--- config.mk ---
export PLATFORM = sky130hd
export DESIGN_NAME = bfs_top
export DESIGN_NICKNAME = d
export VERILOG_FILES = /design/src/bfs_pkg.sv /design/src/bfs_top.sv /design/src/bfs_blink.sv
export VERILOG_INCLUDE_DIRS = /design/src
export SDC_FILE = /design/constraint.sdc
export NUM_CORES = 1
export LEC_CHECK = 0
export ABC_AREA = 1
export ABC_CLOCK_PERIOD_IN_PS = 14500
export BUFFER_PORTS_ARGS = -buffer_cell sky130_fd_sc_hd__buf_2
export CAP_MARGIN = 40
export CORE_AREA = 4 4 236 238
export DETAILED_ROUTE_END_ITERATION = 8
export DIE_AREA = 0 0 240 242
export MAX_ROUTING_LAYER = met4
export PLACE_DENSITY = 0.69
export SLEW_MARGIN = 20
export SYNTH_ARGS = -nofsm -noshare
export SYNTH_HDL_FRONTEND = slang
export SYNTH_HIERARCHICAL = 1
export SYNTH_SLANG_ARGS = --single-unit
--- constraint.sdc ---
create_clock -name pclk -period 14.5 [get_ports pclk]
set_clock_uncertainty 0.15 [all_clocks]
set_input_delay 2.9 -clock pclk [delete_from_list [all_inputs] [get_ports pclk]]
set_output_delay 2.9 -clock pclk [all_outputs]
set_load 0.005 [all_outputs]
--- src/bfs_cfg.svh ---
// constants and rule notes for the fault supervisor
// Notes on behaviour
// - cell above 4.5 V or below 0.8 V raises code 10
// - code 10: 15 s hold, 10 mV hysteresis, all off
// - relay open with negative current raises code 11, all off
// - metering off, over 2x shunt max or trip limits: code 12
// - code 12 keeps outputs off 15 s after it clears
// - bad or missing chemistry: code 13, charge opto off too
// - broken settings access at start-up: defaults, code 14, outputs on
// - start-up fuse or balancing fault: code 15, all off
// - bus failure: code 16, halt, all off
// - current over 1.2x nominal lowers reported limit, relay stays on
// - led blinks active code count then a long off gap
// - trigger after 3 consecutive 1.25 s cycles
// - after power-on code 10 triggers on the first measurement
`ifndef BFS_CFG_SVH
`define BFS_CFG_SVH

// timing
`define BFS_CLK_MHZ         100
`define BFS_MEAS_CYCLE_MS   1250
`define BFS_MEAS_CYCLE_CYC  (`BFS_MEAS_CYCLE_MS * 1000 * `BFS_CLK_MHZ)
`define BFS_ERR_HOLD_MS     15000
`define BFS_ERR_HOLD_TICKS  ((`BFS_ERR_HOLD_MS + `BFS_MEAS_CYCLE_MS - 1) / `BFS_MEAS_CYCLE_MS)
`define BFS_DEBOUNCE_TICKS  3
`define BFS_BLINK_MS        250
`define BFS_BLINK_CYC       (`BFS_BLINK_MS * 1000 * `BFS_CLK_MHZ)
`define BFS_GAP_MS          2000
`define BFS_GAP_CYC         (`BFS_GAP_MS * 1000 * `BFS_CLK_MHZ)

// thresholds, millivolts
`define BFS_CELL_HIGH_MV    13'd4500
`define BFS_CELL_LOW_MV     13'd800
`define BFS_CELL_HYST_MV    13'd10

// bit i is code 10+i, bit 7 warning
`define BFS_CODE_BASE       5'd10
`define BFS_OFF_MASK        7'h6f
`define BFS_COPTO_MASK      7'h08
`define BFS_LONG_HOLD_MASK  8'h05
`define BFS_LATCH_MASK      8'h70
`define BFS_FAST_MASK       8'h01
`define BFS_CELL_CHEMISTRY_SELECT_MAX        4'd5

// register byte offsets
`define BFS_A_SHUNT_MAX     8'h00
`define BFS_A_CHG_TRIP      8'h04
`define BFS_A_DIS_TRIP      8'h08
`define BFS_A_CHG_NOM       8'h0c
`define BFS_A_DIS_NOM       8'h10
`define BFS_A_CELL_CHEMISTRY_SELECT          8'h14
`define BFS_A_STATUS        8'h18
`define BFS_A_INT_STAT      8'h1c
`define BFS_A_INT_MASK      8'h20

// reset values
`define BFS_RST_SHUNT_MAX   16'h2710
`define BFS_RST_CHG_TRIP    16'h1388
`define BFS_RST_DIS_TRIP    16'h1388
`define BFS_RST_CHG_NOM     16'h0fa0
`define BFS_RST_DIS_NOM     16'h0fa0
`define BFS_RST_CELL_CHEMISTRY_SELECT        4'h0
`define BFS_RST_INT_MASK    8'h00

`endif

--- src/bfs_pkg.sv ---
// types shared by the battery fault supervisor files
package bfs_pkg;
    typedef logic        [15:0] bfs_cur_t;
    typedef logic signed [15:0] bfs_scur_t;
    typedef logic        [12:0] bfs_mv_t;
    typedef logic        [4:0]  bfs_code_t;

    typedef enum logic [1:0] {
        BFS_PH_POWERUP = 2'b00,
        BFS_PH_RUN     = 2'b01,
        BFS_PH_HALT    = 2'b10
    } bfs_phase_t;

    typedef enum logic [1:0] {
        BFS_BL_IDLE = 2'b00,
        BFS_BL_ON   = 2'b01,
        BFS_BL_OFF  = 2'b10,
        BFS_BL_GAP  = 2'b11
    } bfs_blink_t;
endpackage

--- src/bfs_top.sv ---
// battery fault supervisor: error codes 10 to 16 and overcurrent warning
`timescale 1ns/1ps
`default_nettype none
`include "bfs_cfg.svh"
module bfs_top #(
    parameter int unsigned MEAS_CYC  = `BFS_MEAS_CYCLE_CYC,
    parameter int unsigned BLINK_CYC = `BFS_BLINK_CYC,
    parameter int unsigned GAP_CYC   = `BFS_GAP_CYC
) (
    // clock and reset
    input  wire logic               pclk,
    input  wire logic               presetn,
    // apb slave
    input  wire logic               psel,
    input  wire logic               penable,
    input  wire logic               pwrite,
    input  wire logic [7:0]         paddr,
    input  wire logic [31:0]        pwdata,
    output var  logic [31:0]        prdata,
    output var  logic               pready,
    output var  logic               pslverr,
    // measurements
    input  wire bfs_pkg::bfs_mv_t   cell_v_max_mv,
    input  wire bfs_pkg::bfs_mv_t   cell_v_min_mv,
    input  wire bfs_pkg::bfs_scur_t pack_current,
    input  wire logic               relay_open_cmd,
    input  wire logic               current_meas_en,
    // health reports
    input  wire logic               startup_active,
    input  wire logic               settings_io_broken,
    input  wire logic               startup_fuse_fault,
    input  wire logic               startup_balance_fault,
    input  wire logic               internal_bus_fail,
    // pack control
    output var  logic               charge_en,
    output var  logic               discharge_en,
    output var  logic               opto_relay_on,
    output var  logic               charge_opto_on,
    output var  bfs_pkg::bfs_cur_t  chg_limit_report,
    output var  bfs_pkg::bfs_cur_t  dis_limit_report,
    output var  logic               settings_restore,
    // indication
    output var  logic               error_led,
    output var  logic               irq
);
    import bfs_pkg::*;

    // ----------------------------------------
    // registers
    // ----------------------------------------
    bfs_cur_t    shunt_max_q;
    bfs_cur_t    charge_current_trip_limit_q;
    bfs_cur_t    discharge_current_trip_limit_q;
    bfs_cur_t    charge_current_nominal_limit_q;
    bfs_cur_t    discharge_current_nominal_limit_q;
    logic [3:0]  cell_chemistry_select_q;
    logic [7:0]  int_stat_q;
    logic [7:0]  int_mask_q;
    logic [7:0]  act_q;
    logic [7:0]  act_prev_q;
    bfs_phase_t  phase_q;
    bfs_code_t   code_q;
    logic [31:0] tick_cnt_q;
    logic        tick_q;
    logic        restore_q;

    logic        wr_en;
    logic        rd_map;
    logic [31:0] rd_d;
    logic [7:0]  cond;
    logic [7:0]  rise;
    bfs_code_t   code_d;

    // ----------------------------------------
    // apb slave
    // ----------------------------------------
    // bus outputs staged in setup, so all come from flip-flops
    assign wr_en = psel & penable & pready & pwrite;

    always_comb begin
        rd_map = 1'b1;
        rd_d   = 32'h0;
        unique case (paddr)
            `BFS_A_SHUNT_MAX: rd_d = {16'h0, shunt_max_q};
            `BFS_A_CHG_TRIP:  rd_d = {16'h0, charge_current_trip_limit_q};
            `BFS_A_DIS_TRIP:  rd_d = {16'h0, discharge_current_trip_limit_q};
            `BFS_A_CHG_NOM:   rd_d = {16'h0, charge_current_nominal_limit_q};
            `BFS_A_DIS_NOM:   rd_d = {16'h0, discharge_current_nominal_limit_q};
            `BFS_A_CELL_CHEMISTRY_SELECT:      rd_d = {28'h0, cell_chemistry_select_q};
            `BFS_A_STATUS:    rd_d = {14'h0, phase_q, 3'h0, code_q, act_q};
            `BFS_A_INT_STAT:  rd_d = {24'h0, int_stat_q};
            `BFS_A_INT_MASK:  rd_d = {24'h0, int_mask_q};
            default:          rd_map = 1'b0;
        endcase
    end

    always_ff @(posedge pclk or negedge presetn) begin
        if (!presetn) begin
            pready  <= 1'b0;
            pslverr <= 1'b0;
            prdata  <= 32'h0;
        end else begin
            pready  <= psel & ~penable;
            pslverr <= psel & ~penable & ~rd_map;
            if (psel & ~penable) begin
                prdata <= pwrite ? 32'h0 : rd_d;
            end
        end
    end

    // settings; restore reloads defaults
    always_ff @(posedge pclk or negedge presetn) begin
        if (!presetn) begin
            shunt_max_q                       <= `BFS_RST_SHUNT_MAX;
            charge_current_trip_limit_q       <= `BFS_RST_CHG_TRIP;
            discharge_current_trip_limit_q    <= `BFS_RST_DIS_TRIP;
            charge_current_nominal_limit_q    <= `BFS_RST_CHG_NOM;
            discharge_current_nominal_limit_q <= `BFS_RST_DIS_NOM;
            cell_chemistry_select_q           <= `BFS_RST_CELL_CHEMISTRY_SELECT;
        end else if (restore_q) begin
            shunt_max_q                       <= `BFS_RST_SHUNT_MAX;
            charge_current_trip_limit_q       <= `BFS_RST_CHG_TRIP;
            discharge_current_trip_limit_q    <= `BFS_RST_DIS_TRIP;
            charge_current_nominal_limit_q    <= `BFS_RST_CHG_NOM;
            discharge_current_nominal_limit_q <= `BFS_RST_DIS_NOM;
            cell_chemistry_select_q           <= `BFS_RST_CELL_CHEMISTRY_SELECT;
        end else if (wr_en) begin
            unique case (paddr)
                `BFS_A_SHUNT_MAX: shunt_max_q                       <= pwdata[15:0];
                `BFS_A_CHG_TRIP:  charge_current_trip_limit_q       <= pwdata[15:0];
                `BFS_A_DIS_TRIP:  discharge_current_trip_limit_q    <= pwdata[15:0];
                `BFS_A_CHG_NOM:   charge_current_nominal_limit_q    <= pwdata[15:0];
                `BFS_A_DIS_NOM:   discharge_current_nominal_limit_q <= pwdata[15:0];
                `BFS_A_CELL_CHEMISTRY_SELECT:      cell_chemistry_select_q           <= pwdata[3:0];
                default: ;
            endcase
        end
    end

    // ----------------------------------------
    // interrupts
    // ----------------------------------------
    assign rise = act_q & ~act_prev_q;

    always_ff @(posedge pclk or negedge presetn) begin
        if (!presetn) begin
            int_stat_q <= 8'h0;
            int_mask_q <= `BFS_RST_INT_MASK;
            act_prev_q <= 8'h0;
            irq        <= 1'b0;
        end else begin
            act_prev_q <= act_q;
            // set wins over clear
            if (wr_en && paddr == `BFS_A_INT_STAT) begin
                int_stat_q <= (int_stat_q & ~pwdata[7:0]) | rise;
            end else begin
                int_stat_q <= int_stat_q | rise;
            end
            if (wr_en && paddr == `BFS_A_INT_MASK) begin
                int_mask_q <= pwdata[7:0];
            end
            irq <= |(int_stat_q & int_mask_q);
        end
    end

    // ----------------------------------------
    // tick and phase
    // ----------------------------------------
    always_ff @(posedge pclk or negedge presetn) begin
        if (!presetn) begin
            tick_cnt_q <= 32'h0;
            tick_q     <= 1'b0;
        end else begin
            tick_q <= (tick_cnt_q >= MEAS_CYC - 1);
            tick_cnt_q <= (tick_cnt_q >= MEAS_CYC - 1) ? 32'h0 : tick_cnt_q + 32'h1;
        end
    end

    // halt ends only at reset
    always_ff @(posedge pclk or negedge presetn) begin
        if (!presetn) begin
            phase_q <= BFS_PH_POWERUP;
        end else if (act_q[6]) begin
            phase_q <= BFS_PH_HALT;
        end else if (tick_q && phase_q == BFS_PH_POWERUP) begin
            phase_q <= BFS_PH_RUN;
        end
    end

    // ----------------------------------------
    // raw conditions
    // ----------------------------------------
    logic [16:0] cur_abs;
    logic        cur_chg;
    logic [17:0] chg_warn_lvl;
    logic [17:0] dis_warn_lvl;

    assign cur_chg      = ~pack_current[15];
    assign cur_abs      = pack_current[15] ? 17'(-$signed({pack_current[15], pack_current}))
                                           : {1'b0, pack_current};
    // 1.2x as x + x/5, wide to avoid wrap
    assign chg_warn_lvl = {2'b0, charge_current_nominal_limit_q}
                        + 18'(charge_current_nominal_limit_q / 16'd5);
    assign dis_warn_lvl = {2'b0, discharge_current_nominal_limit_q}
                        + 18'(discharge_current_nominal_limit_q / 16'd5);

    always_comb begin
        // active: thresholds move inward
        if (act_q[0]) begin
            cond[0] = (cell_v_max_mv > `BFS_CELL_HIGH_MV - `BFS_CELL_HYST_MV)
                    | (cell_v_min_mv < `BFS_CELL_LOW_MV + `BFS_CELL_HYST_MV);
        end else begin
            cond[0] = (cell_v_max_mv > `BFS_CELL_HIGH_MV)
                    | (cell_v_min_mv < `BFS_CELL_LOW_MV);
        end
        cond[1] = relay_open_cmd & pack_current[15];
        cond[2] = ~current_meas_en
                | (cur_abs > {shunt_max_q, 1'b0})
                | (cur_chg & (cur_abs > {1'b0, charge_current_trip_limit_q}))
                | (~cur_chg & (cur_abs > {1'b0, discharge_current_trip_limit_q}));
        cond[3] = (cell_chemistry_select_q == 4'h0)
                | (cell_chemistry_select_q > `BFS_CELL_CHEMISTRY_SELECT_MAX);
        cond[4] = startup_active & settings_io_broken;
        cond[5] = startup_active & (startup_fuse_fault | startup_balance_fault);
        cond[6] = internal_bus_fail;
        cond[7] = current_meas_en
                & ((cur_chg & ({1'b0, cur_abs} > chg_warn_lvl))
                 | (~cur_chg & ({1'b0, cur_abs} > dis_warn_lvl)));
    end

    // ----------------------------------------
    // trigger and release
    // ----------------------------------------
    localparam logic [7:0] LONG_HOLD = `BFS_LONG_HOLD_MASK;
    localparam logic [7:0] LATCHED   = `BFS_LATCH_MASK;
    localparam logic [7:0] FAST      = `BFS_FAST_MASK;
    localparam logic [1:0] DEB_LAST  = 2'(`BFS_DEBOUNCE_TICKS - 1);
    localparam logic [3:0] HOLD_LAST = 4'(`BFS_ERR_HOLD_TICKS - 1);

    genvar gi;
    generate
        for (gi = 0; gi < 8; gi++) begin : g_err
            logic [1:0] on_q;
            logic [3:0] off_q;
            always_ff @(posedge pclk or negedge presetn) begin
                if (!presetn) begin
                    on_q     <= 2'h0;
                    off_q    <= 4'h0;
                    act_q[gi] <= 1'b0;
                end else if (tick_q) begin
                    if (cond[gi]) begin
                        off_q <= 4'h0;
                        if (!act_q[gi]) begin
                            if (on_q >= DEB_LAST
                                || (FAST[gi] && phase_q == BFS_PH_POWERUP)) begin
                                act_q[gi] <= 1'b1;
                                on_q     <= 2'h0;
                            end else begin
                                on_q <= on_q + 2'h1;
                            end
                        end
                    end else begin
                        on_q <= 2'h0;
                        if (act_q[gi] && !LATCHED[gi]) begin
                            // long hold: 15 s down after fault
                            if (!LONG_HOLD[gi] || off_q >= HOLD_LAST) begin
                                act_q[gi] <= 1'b0;
                                off_q    <= 4'h0;
                            end else begin
                                off_q <= off_q + 4'h1;
                            end
                        end
                    end
                end
            end
        end
    endgenerate

    // ----------------------------------------
    // outputs
    // ----------------------------------------
    always_comb begin
        code_d = 5'h0;
        for (int i = 6; i >= 0; i--) begin
            if (act_q[i]) begin
                code_d = `BFS_CODE_BASE + 5'(i);
            end
        end
    end

    logic halt;
    logic all_off;
    assign halt    = (phase_q == BFS_PH_HALT);
    assign all_off = |(act_q[6:0] & `BFS_OFF_MASK) | halt;

    always_ff @(posedge pclk or negedge presetn) begin
        if (!presetn) begin
            charge_en        <= 1'b0;
            discharge_en     <= 1'b0;
            opto_relay_on    <= 1'b0;
            charge_opto_on   <= 1'b0;
            chg_limit_report <= 16'h0;
            dis_limit_report <= 16'h0;
            code_q           <= 5'h0;
            restore_q        <= 1'b0;
            settings_restore <= 1'b0;
        end else begin
            charge_en      <= ~all_off;
            discharge_en   <= ~all_off;
            opto_relay_on  <= ~all_off;
            charge_opto_on <= ~all_off & ~|(act_q[6:0] & `BFS_COPTO_MASK);
            // warning trims report to 3/4
            chg_limit_report <= act_q[7] ? charge_current_nominal_limit_q
                                           - (charge_current_nominal_limit_q >> 2)
                                         : charge_current_nominal_limit_q;
            dis_limit_report <= act_q[7] ? discharge_current_nominal_limit_q
                                           - (discharge_current_nominal_limit_q >> 2)
                                         : discharge_current_nominal_limit_q;
            code_q           <= code_d;
            restore_q        <= rise[4];
            settings_restore <= rise[4];
        end
    end

    bfs_blink #(
        .BLINK_CYC (BLINK_CYC),
        .GAP_CYC   (GAP_CYC)
    ) u_blink (
        .pclk    (pclk),
        .presetn (presetn),
        .code    (code_q),
        .led_q   (error_led)
    );
endmodule // bfs_top
`default_nettype wire

--- src/bfs_blink.sv ---
// error led blink sequencer
`timescale 1ns/1ps
`default_nettype none
`include "bfs_cfg.svh"
module bfs_blink #(
    parameter int unsigned BLINK_CYC = `BFS_BLINK_CYC,
    parameter int unsigned GAP_CYC   = `BFS_GAP_CYC
) (
    // clock and reset
    input  wire logic           pclk,
    input  wire logic           presetn,
    // code to show, zero for none
    input  wire bfs_pkg::bfs_code_t code,
    // led drive
    output var  logic           led_q
);
    import bfs_pkg::*;

    bfs_blink_t  st_q;
    logic [31:0] cnt_q;
    bfs_code_t   left_q;

    // code latched per sequence, counts never cut short
    always_ff @(posedge pclk or negedge presetn) begin
        if (!presetn) begin
            st_q   <= BFS_BL_IDLE;
            cnt_q  <= 32'h0;
            left_q <= 5'h0;
            led_q  <= 1'b0;
        end else begin
            unique case (st_q)
                BFS_BL_IDLE: begin
                    led_q <= 1'b0;
                    if (code != 5'h0) begin
                        left_q <= code;
                        cnt_q  <= 32'h0;
                        led_q  <= 1'b1;
                        st_q   <= BFS_BL_ON;
                    end
                end
                BFS_BL_ON: begin
                    if (cnt_q >= BLINK_CYC - 1) begin
                        cnt_q  <= 32'h0;
                        led_q  <= 1'b0;
                        left_q <= left_q - 5'h1;
                        st_q   <= (left_q == 5'h1) ? BFS_BL_GAP : BFS_BL_OFF;
                    end else begin
                        cnt_q <= cnt_q + 32'h1;
                    end
                end
                BFS_BL_OFF: begin
                    if (cnt_q >= BLINK_CYC - 1) begin
                        cnt_q <= 32'h0;
                        led_q <= 1'b1;
                        st_q  <= BFS_BL_ON;
                    end else begin
                        cnt_q <= cnt_q + 32'h1;
                    end
                end
                BFS_BL_GAP: begin
                    if (cnt_q >= GAP_CYC - 1) begin
                        cnt_q <= 32'h0;
                        st_q  <= BFS_BL_IDLE;
                    end else begin
                        cnt_q <= cnt_q + 32'h1;
                    end
                end
            endcase
        end
    end
endmodule // bfs_blink
`default_nettype wire

==> After elaboration in Yosys (flattened, before gate mapping) <==
Index checks and enable logic that the tools add are counted.
{ "word_totals": {"reg_bits": 290, "input_bits": 94, "out_inout_bits": 73, "word_cells": 303} }
{ "classes": {"add_sub_neg": 18, "div": 2, "magnitude_cmp": 23, "n_eq_ne": 25, "muxes": 108, "bitwise": 35, "reduce_logical": 48} }
{ "ops": {"columns": ["cell", "count"], "rows": [
  ["16-bit 2-to-1 mux", 17],
  ["18-bit case mux with 9 select lines", 1],
  ["32-bit 2-to-1 mux", 5],
  ["32-bit case mux with 3 select lines", 1],
  ["32-bit by 1-bit adder with 32-bit output (second input constant)", 2],
  ["2-bit 2-to-1 mux", 30],
  ["5-bit 2-to-1 mux", 9],
  ["2-bit AND reduction", 19],
  ["16-bit by 18-bit adder with 18-bit output", 2],
  ["16-bit by 3-bit divider with 18-bit output (second input constant)", 2],
  ["17-bit by 18-bit greater-than comparator with 1-bit output", 2],
  ["4-bit 2-to-1 mux", 9],
  ["17-bit by 16-bit greater-than comparator with 1-bit output", 2],
  ["8-bit by 5-bit == test with 1-bit output (second input constant)", 4],
  ["32-bit by 25-bit greater-or-equal comparator with 1-bit output (second input constant)", 1],
  ["32-bit by 27-bit greater-or-equal comparator with 1-bit output (second input constant)", 1],
  ["32-bit by 28-bit greater-or-equal comparator with 1-bit output (second input constant)", 1],
  ["16-bit by 14-bit subtractor with 16-bit output", 2],
  ["1-bit 2-to-1 mux", 31],
  ["13-bit greater-than comparator (second input constant)", 2],
  ["13-bit by 10-bit < comparator with 1-bit output (second input constant)", 2],
  ["8-bit AND", 3],
  ["2-bit nonzero test", 11],
  ["17-bit greater-than comparator", 1],
  ["39 further kinds", 99]
]} }

==> Logic depth before layout (Yosys ltp) <==
{ "depth": {"word_depth": 8, "ltp_mapped": 119, "depth_no_buf": 115} }

==> Modules after synthesis <==
Netlist, hierarchy kept.
{ "by_module_without_submodules": {"columns": ["module", "n_inst", "cells_per_inst", "area_per_inst_um2", "seq_area_each_um2"], "rows": [
  ["bfs_top", 1, 3508, 24003.0, 5939.4],
  ["bfs_blink", 1, 437, 2976.6, 1001.0]
]} }

==> Worst setup path after synthesis <==
No wires, ideal clock.
{ "synth_timing": {"path_type": "reg-to-reg", "from": "reg charge_current_nominal_limit_q[13]", "to": "reg g_err[7].on_q[1]", "arrival_ps": 12409, "slack_ps": 1815, "stages_incl_launch_ff": 101, "n_path_buf": 5, "period_less_slack_ps": 12685, "path_cell_list": "dfrtp_1 > nor2_1 > inv_1 > ha_1 > inv_1 > nand2_4 > nand2_2 > nand2_1 > o21ai_1 > nand2_4 > nand2_4 > nand2_2 > nand2_2 > clkinv_2 > nand2_4 > nand2_2 > nand2_2 > nand2_1 > (+65 left out) > a21oi_1 > o21bai_1 > a21oi_1 > o21bai_1 > a21oi_1 > o21bai_1 > a21oi_1 > o21ai_0 > xor2_1 > ha_1 > nand2_1 > or4_1 > nand2_1 > a21oi_1 > nand2_1 > nor4_1 > nand2_1 > o21ai_0"} }
{ "synth_between": {"elab_chain_cells": 8, "elab_cells_between_ends": 9, "cone_classes": "1 x add/sub; 1 x div; 1 x order compare; 1 x eq/ne; 1 x mux; 3 x bitwise; 1 x reduce/logical"} }
{ "synth_lines": {"columns": ["item", "line", "text"], "rows": [
  ["start, declared", "bfs_top.sv:54", "bfs_cur_t charge_current_nominal_limit_q;"],
  ["start signal, assigned", "bfs_top.sv:117", "charge_current_nominal_limit_q <= `BFS_RST_CHG_NOM;"],
  ["start signal, assigned", "bfs_top.sv:124", "charge_current_nominal_limit_q <= `BFS_RST_CHG_NOM;"],
  ["start signal, assigned", "bfs_top.sv:132", "`BFS_A_CHG_NOM: charge_current_nominal_limit_q <= pwdata[15:0];"],
  ["16-bit by 3-bit divider with 18-bit output", "bfs_top.sv:203", "+ 18'(charge_current_nominal_limit_q / 16'd5);"],
  ["16-bit by 18-bit adder with 18-bit output *", "bfs_top.sv:203", null],
  ["17-bit by 18-bit greater-than comparator with 1-bit output *", "bfs_top.sv:227", "& ((cur_chg & ({1'b0, cur_abs} > chg_warn_lvl))"],
  ["1-bit AND *", "bfs_top.sv:227", null],
  ["1-bit bitwise OR *", "bfs_top.sv:228", "| (~cur_chg & ({1'b0, cur_abs} > dis_warn_lvl)));"],
  ["1-bit AND *", "bfs_top.sv:227", null],
  ["2-bit inequality test (no source line)", null, null],
  ["2-bit AND reduction (no source line)", null, null],
  ["end signal, assigned", "bfs_top.sv:259", "on_q <= on_q + 2'h1;"],
  ["end, declared", "bfs_top.sv:243", "logic [1:0] on_q;"]
]} }
Every way passes the cells marked *; elsewhere a longest branch is shown, timed or not.
A chain may end at the register's enable or synchronous reset.

==> Worst setup path in the final report <==
{ "layout_timing": {"from": "reg charge_current_nominal_limit_q[14]", "to": "reg g_err[7].on_q[0]"} }
The elaborated chain is that of the path after synthesis.

==> out/results.tsv <==
metric	value	unit
core_area	0.05360	sq mm
worst_pin_slew	952.3	ps
hp-class	reg2reg	
maxCapViolCount	0	
vias	26580	
outcome	complete, no violations	
h-tree-depth	2	
synthAdderAreaFrac	0.07531	
start_kind	register	
clk_latency	570	ps
numPortBuffers	135	
reg2reg_slack	1040	ps
p_switching	2863	uW
peakVddDrop	139.4	uV
p_seq_frac	0.148	
ios	167	
dr.pass1.iters	5	
power.combinational.fraction	0.675	
gp_congestion	0.9906	
avgViaCountPerCell	5.350	
hold_ws	266.7	ps
hpwl	61020	um
synthMuxAreaShare	0.0007420	
fmaxAchievable	0.07431	GHz
power	5549	uW
dp_cells	4835	
ctsHoldBuffers	0	
multi_input_area	0.01770	sq mm
routed_wl	78900	um
clock-root-buffer	clkbuf_16	
max_stage_delay	400	ps
cts_tree	built	
synth_seq_cells	276	
drive_above_1_share	0.2049	
cts.path.max_buffers	3	
final_nets	4498	
worstReg2RegEnd	g_err[7].on_q[0]$_DFFE_PN0P_	
crit_type	reg2reg	
worstHoldStart	act_prev_q[3]$_DFF_PN0_	
syn-mean-instance-area	6.839	sq um
n_fill_cell	5212	
reg2reg_from	charge_current_nominal_limit_q[14]$_DFFE_PN0P_	
grt_max_degree	156	
synth_compound_area_frac	0.1272	
ant_nets	0	
cts_buffers	34	
synthToLayoutAreaGrowth	15.62	%
synth_top_family_by_area	simple AND/OR/NAND/NOR gates	
netlist_area	0.02698	sq mm
num_rows	85	
ys.flop_type	dfrtp_1	
track_usage	0.2689	
final.min_clock_period	13460	ps
mostFrequentLayoutCell	nand2_1	
clk_pin_slew	70	ps
wl_per_cell	15.88	um
syn_inst	3945	
maxSlewHeadroom	0.3651	
finalCritPeriodShare	0.9281	
synthArstFlopShare	1.000	
die_h	242	um
numClockSinks	276	
die_area	0.05808	sq mm
power_leakage	0.01664	uW
seq_area_frac_synth	0.2572	
setup_viol	0	
ys_warn_count	6	
whs_endpoint	int_stat_q[3]$_DFF_PN0_	
die_x	240	um
p_per_area	177.9	mW/mm^2
seqCellArea	0.006943	sq mm
worst_path_most_repeated_cell	nand2_1	
p_int	2686	uW
worstHoldPathCells	1	
grt_pass1_wl	125000	um
most-common-layout-cells	nand2_1, inv_1, nor2_1, nand3_1, dfrtp_1	
maxSlewViolCount	0	
fin_cells	4968	
path_max_fanout	11	
post-route-drc-count	0	
grt_pass1_vias	23900	
drt_iter0_drc	2035	
finalHoldViolCount	0	
switching_share	0.5159	
top_regs	tick_cnt_q x32, u_blink/cnt_q x32, prdata x18	
initial_core_util	0.5033	
synth_cell_type_count	77	
cp.arrival	13790	ps
crit_required	14840	ps
cpMaxStageDelayCell	dfrtp_1	
synth_simple_gate_area_frac	0.3956	
synth_xor_area_frac	0.03863	
synth_enable_flop_cells	0	
critPathCaptureType	register	
antenna_found_initial	2	
overflow	0	
clkPwrFrac	0.177	
r2r_cells	102	
-- how the worst max path moves through the flow --
stage                                                            from                      endpoint  depth (start not counted)
global placement    discharge_current_nominal_limit_q[13]$_DFFE_PN0P_  g_err[7].on_q[0]$_DFFE_PN0P_                        100
global route        discharge_current_nominal_limit_q[14]$_DFFE_PN0P_  g_err[7].on_q[0]$_DFFE_PN0P_                        105
CTS                 discharge_current_nominal_limit_q[13]$_DFFE_PN0P_  g_err[7].on_q[0]$_DFFE_PN0P_                        100
finish                 charge_current_nominal_limit_q[14]$_DFFE_PN0P_  g_err[7].on_q[0]$_DFFE_PN0P_                        102
floorplan              charge_current_nominal_limit_q[13]$_DFFE_PN0P_  g_err[7].on_q[1]$_DFFE_PN0P_                        100
detailed placement     charge_current_nominal_limit_q[14]$_DFFE_PN0P_  g_err[7].on_q[0]$_DFFE_PN0P_                        100
-- Yosys cell counts (5+ instances only) --
cell type	count	area share
a2111oi_0	6	0.0019
a211oi_1	8	0.0022
a21o_1	6	0.0017
a21oi_1	155	0.029
a221oi_1	8	0.0026
a22o_1	5	0.0016
a31oi_1	7	0.0016
buf_2	10	0.0019
buf_4	19	0.0053
buf_6	14	0.0058
clkbuf_1	37	0.0051
clkinv_1	16	0.0022
clkinv_2	8	0.0015
dfrtp_1	249	0.23
dfstp_2	27	0.026
ha_1	156	0.072
inv_1	519	0.072
inv_2	41	0.0057
inv_4	6	0.0014
nand2_1	957	0.13
nand2_2	116	0.027
nand2_4	49	0.020
nand3_1	314	0.058
nand3_2	66	0.024
nand3_4	13	0.0084
nand3b_1	15	0.0042
nand4_1	109	0.025
nor2_1	317	0.044
nor2_2	28	0.0065
nor2_4	36	0.015
nor2_8	9	0.0067
nor3_1	46	0.0085
nor3b_1	5	0.0014
nor4_1	9	0.0021
o211ai_1	8	0.0022
o21ai_0	247	0.046
o21ai_1	20	0.0037
o21ai_2	7	0.0023
o21bai_1	41	0.011
o221ai_1	5	0.0016
o22ai_1	37	0.0086
o31ai_1	14	0.0039
or2_2	6	0.0014
xnor2_1	20	0.0065
xor2_1	99	0.032
-- what timing repair did --
| action | CTS | global route |
|---|---|---|
| hold endpoints to repair | 0 | 0 |
| setup buffers | 0 | 61 |
| setup endpoints to repair | 0 | 3 |
| gates resized for setup | 0 | 88 |
-- through the flow --
step | area, sq um | utilization | worst slack [ps] | TNS, ps
6_report | 31190 | 0.5820 | 1043 | 0
5_1_grt | 31190 | 0.5820 | -112.5 | -254.1
4_1_cts | 30320 | 0.5657 | 425.0 | 0
3_5_place_dp | 29020 | 0.5413 | 506.5 | 0
3_3_place_gp | 28910 | 0.5393 | 675.2 | 0
2_1_floorplan | 27060 | - | 1815 | 0
-- critical path: cells and delay by family (launching register included) --
family / cells / cell delay [ps]
AO/OA/AOI/OAI: 16 / 2370
XOR/XNOR: 1 / 60
adder cells (fa/ha/maj): 4 / 1130
buffers and inverters: 15 / 1750
flip-flops: 1 / 400
AND/OR/NAND/NOR: 66 / 7500
-- layer usage --
metal | wire (um) | vias up | global-route usage | share of wire
met5 | 0 | - | - | 0
met2 | 36270 | 691 | 0.4246 | 0.46
li1 | - | 13510 | - | -
met4 | 2209 | 0 | 0.07096 | 0.028
met3 | 4646 | 123 | 0.03654 | 0.059
met1 | 35770 | 12250 | 0.3653 | 0.45
-- power groups by stage --
stage / combinational [uW] / sequential [uW] / clock [uW]
CTS: 3530 / 820 / 1000
detailed placement: 3510 / 833 / 0
finish: 3750 / 820 / 983
floorplan: 2750 / 827 / 0
global route: 4200 / 823 / 1030
global placement: 3490 / 832 / 0
-- final cells by class --
cell class              instances  share of cell area
inverters                     593             0.07272
multi-input cells            3018              0.5673
repair buffers                321             0.06750
clock buffers                  45             0.03084
clock inverters                17             0.01103
well taps                     696             0.02792
flip-flops and latches        276              0.2226
diodes                          2           0.0001604
-- kinds of logic (layout without fill, tap and decap cells) --
group	count (synthesis)	count (layout)
AND/OR/NAND/NOR	2115	2122
buffers and inverters	679	976
AO/OA/AOI/OAI	593	593
flip-flops	276	276
adder cells (fa/ha/maj)	160	160
XOR/XNOR	119	119
multiplexers	2	2
other	1	24
Note: power is estimated with default switching activity, not from simulation.
